==> src/hdl/vpc_pkg.sv <==
// ****************************************
// vector placement control constants
// ****************************************
package vpc_pkg;

    // control register layout
    localparam int CTRL_W = 8;
    localparam int UNLOCK_BIT = 0;
    localparam int SEL_BIT = 1;
    localparam int PUD_BIT = 4;
    localparam logic [7:0] CTRL_RESET = 8'h00;
    localparam logic SEL_RESET = 1'b0;
    localparam logic PUD_RESET = 1'b0;

    // unlock window length in core cycles
    localparam int UNLOCK_CYCLES = 4;
    localparam int CNT_W = 3;

    // program memory addressing, in words
    localparam int ADDR_W = 14;
    localparam int VEC_NUM_W = 6;
    localparam logic [13:0] FLASH_START = 14'h0000;
    localparam logic [13:0] BOOT_2K_BASE = 14'h1C00;
    localparam int FLASH_WORDS_DEF = 8192;
    localparam int BOOT_MIN_WORDS_DEF = 128;

    // fuse and lock bit encoding, zero means programmed
    localparam logic FUSE_PROGRAMMED = 1'b0;
    localparam logic [1:0] BOOT_SIZE_2K = 2'h0;
    localparam int FUSE_W = 5;

endpackage

==> src/hdl/vpc_unlock_if.sv <==
`timescale 1ns/1ps
// ****************************************
// unlock sequencer carrier
// ****************************************
interface vpc_unlock_if;
    // requests from the register side
    logic arm;
    logic sel_wr;
    logic instr_done;
    // sequencer state seen by the register side
    logic armed;
    logic mask;

    modport ctrl (output arm, output sel_wr, output instr_done, input armed, input mask);
    modport seq (input arm, input sel_wr, input instr_done, output armed, output mask);
endinterface

==> src/hdl/vpc_sync.sv <==
`timescale 1ns/1ps
// ****************************************
// three stage input synchroniser
// ****************************************
module vpc_sync #(
    parameter int W = 1
) (
    // clock and reset
    input wire logic clk,
    input wire logic rst_n,
    // asynchronous inputs and settled outputs
    input wire logic [W-1:0] async_in,
    output logic [W-1:0] sync_q
);
    import vpc_pkg::*;

    logic [W-1:0] s1_q;
    logic [W-1:0] s2_q;
    logic [W-1:0] s3_q;

    // one chain per bit, value taken once stages two and three agree
    for (genvar i = 0; i < W; i++) begin : g_bit
        always_ff @(posedge clk or negedge rst_n) begin
            if (!rst_n) begin
                s1_q[i] <= 1'b0;
                s2_q[i] <= 1'b0;
                s3_q[i] <= 1'b0;
                sync_q[i] <= 1'b0;
            end else begin
                s1_q[i] <= async_in[i];
                s2_q[i] <= s1_q[i];
                s3_q[i] <= s2_q[i];
                if (s2_q[i] == s3_q[i]) begin
                    sync_q[i] <= s3_q[i];
                end
            end
        end
    end
endmodule

==> src/hdl/vpc_unlock.sv <==
`timescale 1ns/1ps
// ****************************************
// timed unlock sequencer
// ****************************************
module vpc_unlock (
    // clock and reset
    input wire logic clk,
    input wire logic rst_n,
    // register side
    vpc_unlock_if.seq u
);
    import vpc_pkg::*;

    typedef enum {VPC_IDLE, VPC_ARMED, VPC_HOLD} vpc_state_t;

    vpc_state_t state_q;
    vpc_state_t state_d;
    logic [CNT_W-1:0] cnt_q;
    logic [CNT_W-1:0] cnt_d;
    logic cnt_zero;

    // decode of state for the register side
    assign cnt_zero = (cnt_q == '0);
    assign u.armed = (state_q == VPC_ARMED);
    assign u.mask = (state_q != VPC_IDLE);

    // next state: arm restarts, select write ends window early
    always_comb begin
        state_d = state_q;
        cnt_d = cnt_q;
        case (state_q)
            VPC_IDLE: begin
                state_d = VPC_IDLE;
            end
            VPC_ARMED: begin
                if (u.sel_wr) begin
                    state_d = VPC_HOLD;
                end else if (cnt_zero) begin
                    state_d = VPC_IDLE;
                end else begin
                    cnt_d = cnt_q - CNT_W'(1);
                end
            end
            VPC_HOLD: begin
                if (u.instr_done) begin
                    state_d = VPC_IDLE;
                end
            end
            default: begin
                state_d = VPC_IDLE;
            end
        endcase
        if (u.arm) begin
            state_d = VPC_ARMED;
            cnt_d = CNT_W'(UNLOCK_CYCLES - 1);
        end
    end

    // state register
    always_ff @(posedge clk or negedge rst_n) begin
        if (!rst_n) begin
            state_q <= VPC_IDLE;
            cnt_q <= '0;
        end else begin
            state_q <= state_d;
            cnt_q <= cnt_d;
        end
    end

    // window checks
    window_len_a: assert property (
        @(posedge clk) disable iff (!rst_n)
        u.arm ##1 (!u.arm && !u.sel_wr)[*3] |=> u.armed && u.mask)
        else $error("unlock window shorter than four cycles");
    window_end_a: assert property (
        @(posedge clk) disable iff (!rst_n)
        u.arm ##1 (!u.arm && !u.sel_wr)[*4] |=> !u.armed && !u.mask)
        else $error("mask not released after unlock timeout");
    hold_mask_a: assert property (
        @(posedge clk) disable iff (!rst_n)
        u.sel_wr && u.armed && !u.arm ##1 !u.instr_done |-> u.mask ##1 1'b1)
        else $error("mask dropped before following instruction");
endmodule

==> src/hdl/vpc_top.sv <==
`timescale 1ns/1ps
// Contract
// - with the select bit clear, vectors are fetched from the start of program flash.
// - with the select bit set, vectors move to the boot section base set by the size fuses.
// - acceptance is masked from the cycle unlock sets until the instruction after the select write completes.
// - with no select write, the mask is released four cycles after the unlock was set.
// - the automatic mask never alters the global interrupt enable flag.
// - hardware clears unlock after four cycles, or at once when select is written.
// - vectors in boot with the application lock programmed block irqs in the application.
// - vectors in application with the boot lock programmed block irqs in the boot section.
// - the pull-up disable bit turns off every pull-up of every port.
// - the smallest variant has no select or unlock bit and a fixed vector table.
// - with boot reset and a 2K boot section, reset sits at 0x1C00, vectors from 0x1C02 with select set.
// - the boot reset fuse picks reset at 0x000 or at the boot base, ignoring select.
module vpc_top #(
    parameter bit HAS_VECTOR_SELECT = 1'b1,
    parameter int FLASH_WORDS = vpc_pkg::FLASH_WORDS_DEF,
    parameter int BOOT_MIN_WORDS = vpc_pkg::BOOT_MIN_WORDS_DEF
) (
    // clock and reset
    input wire logic clk,
    input wire logic rst_n,
    // control register port
    input wire logic ctrl_wr,
    input wire logic [vpc_pkg::CTRL_W-1:0] ctrl_wdata,
    output logic [vpc_pkg::CTRL_W-1:0] ctrl_rdata_q,
    // fuses and lock bits
    input wire logic reset_to_boot_fuse,
    input wire logic [1:0] boot_size_fuses,
    input wire logic app_section_lock_bit,
    input wire logic boot_section_lock_bit,
    // core side
    input wire logic gie,
    input wire logic instr_done,
    input wire logic [vpc_pkg::ADDR_W-1:0] exec_pc,
    input wire logic [vpc_pkg::VEC_NUM_W-1:0] vector_num,
    output logic irq_enable_q,
    output logic [vpc_pkg::ADDR_W-1:0] vector_addr_q,
    // port side
    output logic pullup_global_disable_q
);
    import vpc_pkg::*;

    // ****************************************
    // fuse synchronisation
    // ****************************************

    logic [FUSE_W-1:0] fuse_raw;
    logic [FUSE_W-1:0] fuse_s;
    logic boot_rst_s;
    logic [1:0] boot_size_s;
    logic app_lock_s;
    logic boot_lock_s;

    // straps pass the three stage synchroniser
    assign fuse_raw = {reset_to_boot_fuse, boot_size_fuses,
                       app_section_lock_bit, boot_section_lock_bit};
    assign boot_rst_s = fuse_s[4];
    assign boot_size_s = fuse_s[3:2];
    assign app_lock_s = fuse_s[1];
    assign boot_lock_s = fuse_s[0];

    vpc_sync #(
        .W(FUSE_W)
    ) u_sync (
        .clk(clk),
        .rst_n(rst_n),
        .async_in(fuse_raw),
        .sync_q(fuse_s)
    );

    // ****************************************
    // unlock sequencer
    // ****************************************

    vpc_unlock_if uif ();

    vpc_unlock u_unlock (
        .clk(clk),
        .rst_n(rst_n),
        .u(uif.seq)
    );

    logic wr_unlock;
    logic wr_sel_val;
    logic wr_pud_val;
    logic arm;
    logic sel_wr;

    // write decode: unlock one arms, unlock zero inside window moves select
    assign wr_unlock = ctrl_wdata[UNLOCK_BIT];
    assign wr_sel_val = ctrl_wdata[SEL_BIT];
    assign wr_pud_val = ctrl_wdata[PUD_BIT];
    assign arm = HAS_VECTOR_SELECT && ctrl_wr && wr_unlock;
    assign sel_wr = ctrl_wr && !wr_unlock && uif.armed;
    assign uif.arm = arm;
    assign uif.sel_wr = sel_wr;
    assign uif.instr_done = instr_done;

    // ****************************************
    // control register
    // ****************************************

    logic sel_q;
    logic sel_d;
    logic pud_d;

    // select moves only through the window, pull-up disable on any write
    assign sel_d = (sel_wr && HAS_VECTOR_SELECT) ? wr_sel_val : sel_q;
    assign pud_d = ctrl_wr ? wr_pud_val : pullup_global_disable_q;

    always_ff @(posedge clk or negedge rst_n) begin
        if (!rst_n) begin
            sel_q <= SEL_RESET;
            pullup_global_disable_q <= PUD_RESET;
        end else begin
            sel_q <= sel_d;
            pullup_global_disable_q <= pud_d;
        end
    end

    logic armed_d;
    logic arm_timeout;
    logic [CTRL_W-1:0] rdata_d;
    logic [CNT_W-1:0] win_cnt_q;

    // shadow of the sequencer window for the readback path
    assign arm_timeout = uif.armed && (win_cnt_q == '0);

    // readback image, reserved bits zero, unlock shows live window
    assign armed_d = arm || (uif.armed && !sel_wr && uif.mask && !arm_timeout);
    assign rdata_d = {{(CTRL_W-PUD_BIT-1){1'b0}}, pud_d, 2'h0, sel_d, armed_d};

    // shadow counter, reloaded on every unlock write
    always_ff @(posedge clk or negedge rst_n) begin
        if (!rst_n) begin
            win_cnt_q <= '0;
        end else if (arm) begin
            win_cnt_q <= CNT_W'(UNLOCK_CYCLES - 1);
        end else if (win_cnt_q != '0) begin
            win_cnt_q <= win_cnt_q - CNT_W'(1);
        end
    end

    // readback register
    always_ff @(posedge clk or negedge rst_n) begin
        if (!rst_n) begin
            ctrl_rdata_q <= CTRL_RESET;
        end else begin
            ctrl_rdata_q <= rdata_d;
        end
    end

    // ****************************************
    // vector placement
    // ****************************************

    logic [ADDR_W-1:0] boot_start;
    logic [ADDR_W-1:0] vec_base;
    logic [ADDR_W-1:0] vec_off;
    logic [ADDR_W-1:0] reset_addr;
    logic [ADDR_W-1:0] vec_addr_d;
    logic [1:0] size_shift;

    // boot base grows down from the top as size fuses are programmed
    assign size_shift = ~boot_size_s;
    assign boot_start = ADDR_W'(FLASH_WORDS - (BOOT_MIN_WORDS << size_shift));
    assign vec_base = sel_q ? boot_start : FLASH_START;
    assign vec_off = ADDR_W'({vector_num, 1'b0});
    assign reset_addr = (boot_rst_s == FUSE_PROGRAMMED) ? boot_start : FLASH_START;
    assign vec_addr_d = (vector_num == '0) ? reset_addr : vec_base + vec_off;

    always_ff @(posedge clk or negedge rst_n) begin
        if (!rst_n) begin
            vector_addr_q <= FLASH_START;
        end else begin
            vector_addr_q <= vec_addr_d;
        end
    end

    // ****************************************
    // interrupt acceptance
    // ****************************************

    logic in_boot;
    logic sect_block;
    logic seq_block;
    logic irq_en_d;

    // section lock blocking and unlock masking, flag itself untouched
    assign in_boot = (exec_pc >= boot_start);
    assign sect_block = (sel_q && app_lock_s == FUSE_PROGRAMMED && !in_boot)
        || (!sel_q && boot_lock_s == FUSE_PROGRAMMED && in_boot);
    assign seq_block = arm || (uif.mask && !(uif.armed && arm_timeout && !sel_wr));
    assign irq_en_d = gie && !seq_block && !sect_block;

    always_ff @(posedge clk or negedge rst_n) begin
        if (!rst_n) begin
            irq_enable_q <= 1'b0;
        end else begin
            irq_enable_q <= irq_en_d;
        end
    end

    // ****************************************
    // checks
    // ****************************************

    sel_locked_a: assert property (
        @(posedge clk) disable iff (!rst_n)
        ctrl_wr && !uif.armed |=> sel_q == $past(sel_q))
        else $error("select changed outside unlock window");
    sel_write_a: assert property (
        @(posedge clk) disable iff (!rst_n)
        sel_wr && HAS_VECTOR_SELECT |=> sel_q == $past(wr_sel_val))
        else $error("select not taken inside unlock window");
    no_select_a: assert property (
        @(posedge clk) disable iff (!rst_n)
        !HAS_VECTOR_SELECT |-> !sel_q && !ctrl_rdata_q[UNLOCK_BIT])
        else $error("select present in fixed variant");
    app_base_a: assert property (
        @(posedge clk) disable iff (!rst_n)
        !sel_q && vector_num != '0 |=> vector_addr_q == ADDR_W'({$past(vector_num), 1'b0}))
        else $error("vector not at start of flash");
    boot_base_a: assert property (
        @(posedge clk) disable iff (!rst_n)
        sel_q && vector_num != '0 |=> vector_addr_q == $past(boot_start) + $past(vec_off))
        else $error("vector not at boot base");
    boot_2k_a: assert property (
        @(posedge clk) disable iff (!rst_n)
        FLASH_WORDS == FLASH_WORDS_DEF && BOOT_MIN_WORDS == BOOT_MIN_WORDS_DEF
        && boot_size_s == BOOT_SIZE_2K |-> boot_start == BOOT_2K_BASE)
        else $error("2K boot base misplaced");
    reset_vec_a: assert property (
        @(posedge clk) disable iff (!rst_n)
        vector_num == '0 && boot_rst_s != FUSE_PROGRAMMED |=> vector_addr_q == FLASH_START)
        else $error("reset vector moved with fuse unprogrammed");
    mask_start_a: assert property (
        @(posedge clk) disable iff (!rst_n)
        arm |=> !irq_enable_q ##1 !irq_enable_q)
        else $error("irq accepted during unlock");
    mask_gie_a: assert property (
        @(posedge clk) disable iff (!rst_n)
        !gie |=> !irq_enable_q)
        else $error("irq accepted with global flag clear");
    unlock_clear_a: assert property (
        @(posedge clk) disable iff (!rst_n)
        sel_wr && !arm |=> !ctrl_rdata_q[UNLOCK_BIT])
        else $error("unlock not cleared by select write");
    app_block_a: assert property (
        @(posedge clk) disable iff (!rst_n)
        sel_q && app_lock_s == FUSE_PROGRAMMED && !in_boot |=> !irq_enable_q)
        else $error("irq in application with vectors in boot");
    boot_block_a: assert property (
        @(posedge clk) disable iff (!rst_n)
        !sel_q && boot_lock_s == FUSE_PROGRAMMED && in_boot |=> !irq_enable_q)
        else $error("irq in boot with vectors in application");
    pud_out_a: assert property (
        @(posedge clk) disable iff (!rst_n)
        ctrl_wr |=> pullup_global_disable_q == $past(wr_pud_val)
        && ctrl_rdata_q[PUD_BIT] == $past(wr_pud_val))
        else $error("pull-up disable not following write");

    // ****************************************
    // sequencer hand-off and corner checks
    // ****************************************

    reset_boot_a: assert property (
        @(posedge clk) disable iff (!rst_n)
        vector_num == '0 && boot_rst_s == FUSE_PROGRAMMED
        |=> vector_addr_q == $past(boot_start))
        else $error("reset vector not at boot base");
    vec_2k_a: assert property (
        @(posedge clk) disable iff (!rst_n)
        FLASH_WORDS == FLASH_WORDS_DEF && BOOT_MIN_WORDS == BOOT_MIN_WORDS_DEF && sel_q
        && boot_size_s == BOOT_SIZE_2K && vector_num != '0
        |=> vector_addr_q == BOOT_2K_BASE + $past(vec_off))
        else $error("2K vector table not after boot base");
    hold_irq_a: assert property (
        @(posedge clk) disable iff (!rst_n)
        uif.mask && !uif.armed && !instr_done |=> !irq_enable_q)
        else $error("irq accepted before following instruction");
    hold_end_a: assert property (
        @(posedge clk) disable iff (!rst_n)
        uif.mask && !uif.armed && instr_done && !arm |=> !uif.mask)
        else $error("mask kept after following instruction");
    timeout_release_a: assert property (
        @(posedge clk) disable iff (!rst_n)
        uif.armed && arm_timeout && !sel_wr && !arm && gie && !sect_block |=> irq_enable_q)
        else $error("acceptance not back after unlock timeout");
    unlock_read_a: assert property (
        @(posedge clk) disable iff (!rst_n)
        arm |=> ctrl_rdata_q[UNLOCK_BIT] && uif.armed)
        else $error("unlock not shown after unlock write");
    arm_window_a: assert property (
        @(posedge clk) disable iff (!rst_n)
        arm |=> uif.mask)
        else $error("mask not raised by unlock write");
    sel_hold_a: assert property (
        @(posedge clk) disable iff (!rst_n)
        !sel_wr |=> sel_q == $past(sel_q))
        else $error("select moved without window write");
    pud_hold_a: assert property (
        @(posedge clk) disable iff (!rst_n)
        !ctrl_wr |=> pullup_global_disable_q == $past(pullup_global_disable_q))
        else $error("pull-up disable moved without write");
    small_mask_a: assert property (
        @(posedge clk) disable iff (!rst_n)
        !HAS_VECTOR_SELECT |-> !uif.mask && !uif.armed)
        else $error("unlock sequence active in fixed variant");
endmodule

==> config.mk <==
export PLATFORM = sky130hd
export DESIGN_NAME = vpc_top
export DESIGN_NICKNAME = d
export VERILOG_FILES = /design/src/hdl/vpc_pkg.sv /design/src/hdl/vpc_unlock_if.sv /design/src/hdl/vpc_sync.sv /design/src/hdl/vpc_unlock.sv /design/src/hdl/vpc_top.sv
export SDC_FILE = /design/constraint.sdc
export NUM_CORES = 1
export LEC_CHECK = 0
export ABC_AREA = 1
export BUFFER_PORTS_ARGS = -buffer_cell sky130_fd_sc_hd__buf_2
export CORE_AREA = 2 2 71 73
export CTS_CLUSTER_SIZE = 28
export DETAILED_ROUTE_END_ITERATION = 6
export DIE_AREA = 0 0 73 75
export SYNTH_ARGS = -nofsm -noshare
export SYNTH_HDL_FRONTEND = slang
export SYNTH_SLANG_ARGS = --single-unit
==> constraint.sdc <==
create_clock -name clk -period 2.1 [get_ports clk]
set_input_delay 0.105 -clock clk [delete_from_list [all_inputs] [get_ports clk]]
set_output_delay 0.105 -clock clk [all_outputs]
set_load 0.01 [all_outputs]
==> reports/metrics.yaml <==
path_class: "flop to flop"
ys_top_cells_by_area: "dfrtp_1 62%, ha_1 7.6%, nand2_1 7.4%"
crit_fanout: 5
nets: 284
synth_flop_cell: "dfrtp_1"
port_buffers: 44
max_stage_delay_ns: 0.41
drc_errors: 0
final-hold-violation-count: 0
die-area_um2: 5480
seq_power_share: 0.485
drt_iter0_drc: 49
grt_max_degree: 27
die_w_um: 73
finalClockSkew_ns: 0.00779
netlist_instances: 175
routed_wl_um: 2860
slew_violations: 0
rsz0062_at_grt: "false"
ys_seq_elements: 45
n_fill_cell: 434
io_pins: 62
synthArstFlopShare: 1.00
rows: 25
hp-class: "input port to flop"
pwr-share-comb: 0.208
post_cts_resized: 0
root_buffer: "clkbuf_8"
grt_pass1_wl_um: 4930
clock_sinks: 45
max_clock_freq_mhz: 535
synth_common_cells: "45 x dfrtp_1, 36 x nand2_1, 22 x inv_1"
numPlacedInstances: 268
slew_headroom: 0.629
area_growth_pct: 27.7
clkPwrFrac: 0.307
rrSetupSlack_ns: 0.23
end_kind: "flop"
layout-drive-gt1-share: 0.242
power.density_nw_per_um2: 929
tightest_slew_ns: 0.556
fp.dieH_um: 75
vias: 1234
antennaDiodeCount: 0
period_minus_slack_ns: 1.87
yosysTopAreaCell: "dfrtp_1"
hpwl_um: 2120
clk-insertion-delay-late_ns: 0.29
setup_viol: 0
p_int_mw: 1.57
yosysUniqueCellTypes: 19
synth.avg_cell_area_um2: 10.4
cts_buffers: 5
netlist.area_leader.share: 0.619
viasPerCell: 4.26
yosysWarnings: 0
leakagePower_nw: 1.24
critPathSlowestCell: "dfrtp_1"
cts_max_path_buffers: 2
required_ns: 2.29
cts_tree: "done"
switching_power_mw: 0.584
cp_data_arrival_time_ns: 2.06
yosysMostFrequentCell: "dfrtp_1"
synth_edf_count: 0
routabilityCongestion: 0.746
htreeDepth: 2
clk_pin_slew_worst_paths_ns: 0.08
tns_ns: 0
switching_share: 0.270
antenna_found_initial: 0
wl_per_cell_um: 9.86
fin_cells: 290
period_share: 0.890
grt_pass1_vias: 1166
status: "finished clean"
start_util: 0.390
detail_route.first_pass.iterations: 4
maxCapViolations: 0
gr-total-overflow: 0
grt_usage: 0.122
peakVddDrop_mv: 0.432
cpMostUsedCell: "nand2_1"
yosysSeqAreaShare: 0.619
start_kind: "flop"
cp_cell_sequence: "nand2_1 > ha_1 > nand2_1 > inv_1 > ha_1 > inv_1 > nor2_1 > nand2_1 > nor2_1 > nand2_1 > nand2_1 > nand2_1 > nand2_1 > nor2_1"
syn_area_um2: 1820
antenna_left: 0
core_area_um2: 4660
-- metal layers --
layer / wire length [um] / global-route usage / vias up
met5: 0 / 0 / -
met4: 70 / 0.0638 / 0
met3: 158 / 0.0361 / 9
met2: 1310 / 0.194 / 36
met1: 1320 / 0.151 / 544
li1: - / - / 645
-- stage by stage --
stage / hold slack, ns / setup slack (ns) / area, um2 / power, mW / utilization
final: 0.0124 / 0.231 / 2320 / 2.16 / 0.499
after global routing: 0.00751 / 0.00732 / 2320 / 2.33 / 0.499
after detailed placement: 0.135 / 0.206 / 2070 / 1.50 / 0.443
after global placement: 0.132 / 0.220 / 2070 / 1.49 / 0.443
after floorplan: -0.191 / 0.390 / 1850 / 1.37 / -
after CTS: 0.00479 / 0.192 / 2320 / 2.20 / 0.497
-- cells in the final DEF (no fill, tap or decap), drive strengths merged --
cell / synthesis / final
buf: 8 / 47
dfrtp: 45 / 45
nand2: 36 / 36
inv: 22 / 22
nor2: 19 / 19
dlygate4sd3: 0 / 13
ha: 11 / 11
conb: 1 / 8
clkbuf: 6 / 6
o21ai: 6 / 6
nand3: 5 / 5
a21oi: 5 / 5
maj3: 5 / 5
or2: 2 / 2
o31ai: 1 / 1
o211ai: 1 / 1
o41ai: 1 / 1
a211oi: 1 / 1
clkinvlp: 0 / 1
bufinv: 0 / 1
-- state kept, by name (all words and copies together) (netlist names) --
name              cells
win_cnt_q             3
u_sync.s2_q           5
u_unlock.cnt_q        3
u_sync.s3_q           5
irq_enable_q          1
u_sync.sync_q         5
u_sync.s1_q           5
vector_addr_q        13
ctrl_rdata_q          3
u_unlock.state_q      2
-- cell families (layout without fill, tap and decap cells) --
family | Yosys count | in the layout | synth area share
flops | 45 | 45 | 0.619
compound gates | 15 | 15 | 0.0495
fa+ha+maj | 16 | 16 | 0.103
buf+inv | 36 | 90 | 0.0908
simple gates | 62 | 62 | 0.135
other cells | 1 | 8 | 0.00206
-- worst paths after layout --
kind | from | end | cells past startpoint
max | u_sync.sync_q[3]$_DFFE_PN0N_ | irq_enable_q$_DFF_PN0_ | 14
min | ctrl_wdata[4] | ctrl_rdata_q[4]$_DFFE_PN0P_ | 3
max reg2reg | u_sync.sync_q[3]$_DFFE_PN0N_ | irq_enable_q$_DFF_PN0_ | 14
min reg2reg | u_sync.s1_q[1]$_DFF_PN0_ | u_sync.s2_q[1]$_DFF_PN0_ | 0
max in group asynchronous | rst_n | u_sync.s1_q[4]$_DFF_PN0_ | 3
min in group asynchronous | rst_n | vector_addr_q[6]$_DFF_PN0_ | 2
-- repair_timing --
item / in CTS / in global routing
endpoints found under the setup margin: 0 / 1
hold endpoints to repair: 36 / 0
setup buffers: 0 / 1
hold buffers: 13 / 0
-- critical path: cells and delay by family (launching register included) --
family	cells	cell delay, ns
flops	1	0.41
fa+ha+maj	2	0.50
buf+inv	2	0.12
simple gates	10	0.76
-- cell type report --
| class | count | area (um2) | share of cell area |
|---|---|---|---|
| Clock buffer | 6 | 82.6 | 0.0355 |
| Inverter | 22 | 82.6 | 0.0355 |
| Sequential cell | 45 | 1130 | 0.485 |
| Tap cell | 54 | 67.6 | 0.0291 |
| Clock inverter | 2 | 37.5 | 0.0162 |
| Multi-Input combinational cell | 101 | 554 | 0.239 |
| Timing Repair Buffer | 60 | 373 | 0.160 |
-- power by group through the flow --
stage	combinational (mW)	sequential [mW]	clock, mW
finish	0.450	1.05	0.663
detailed placement	0.436	1.07	0
global placement	0.428	1.06	0
global route	0.542	1.06	0.724
floorplan	0.285	1.08	0
CTS	0.456	1.05	0.694
No activity file was read; power rests on OpenSTA's default activity.
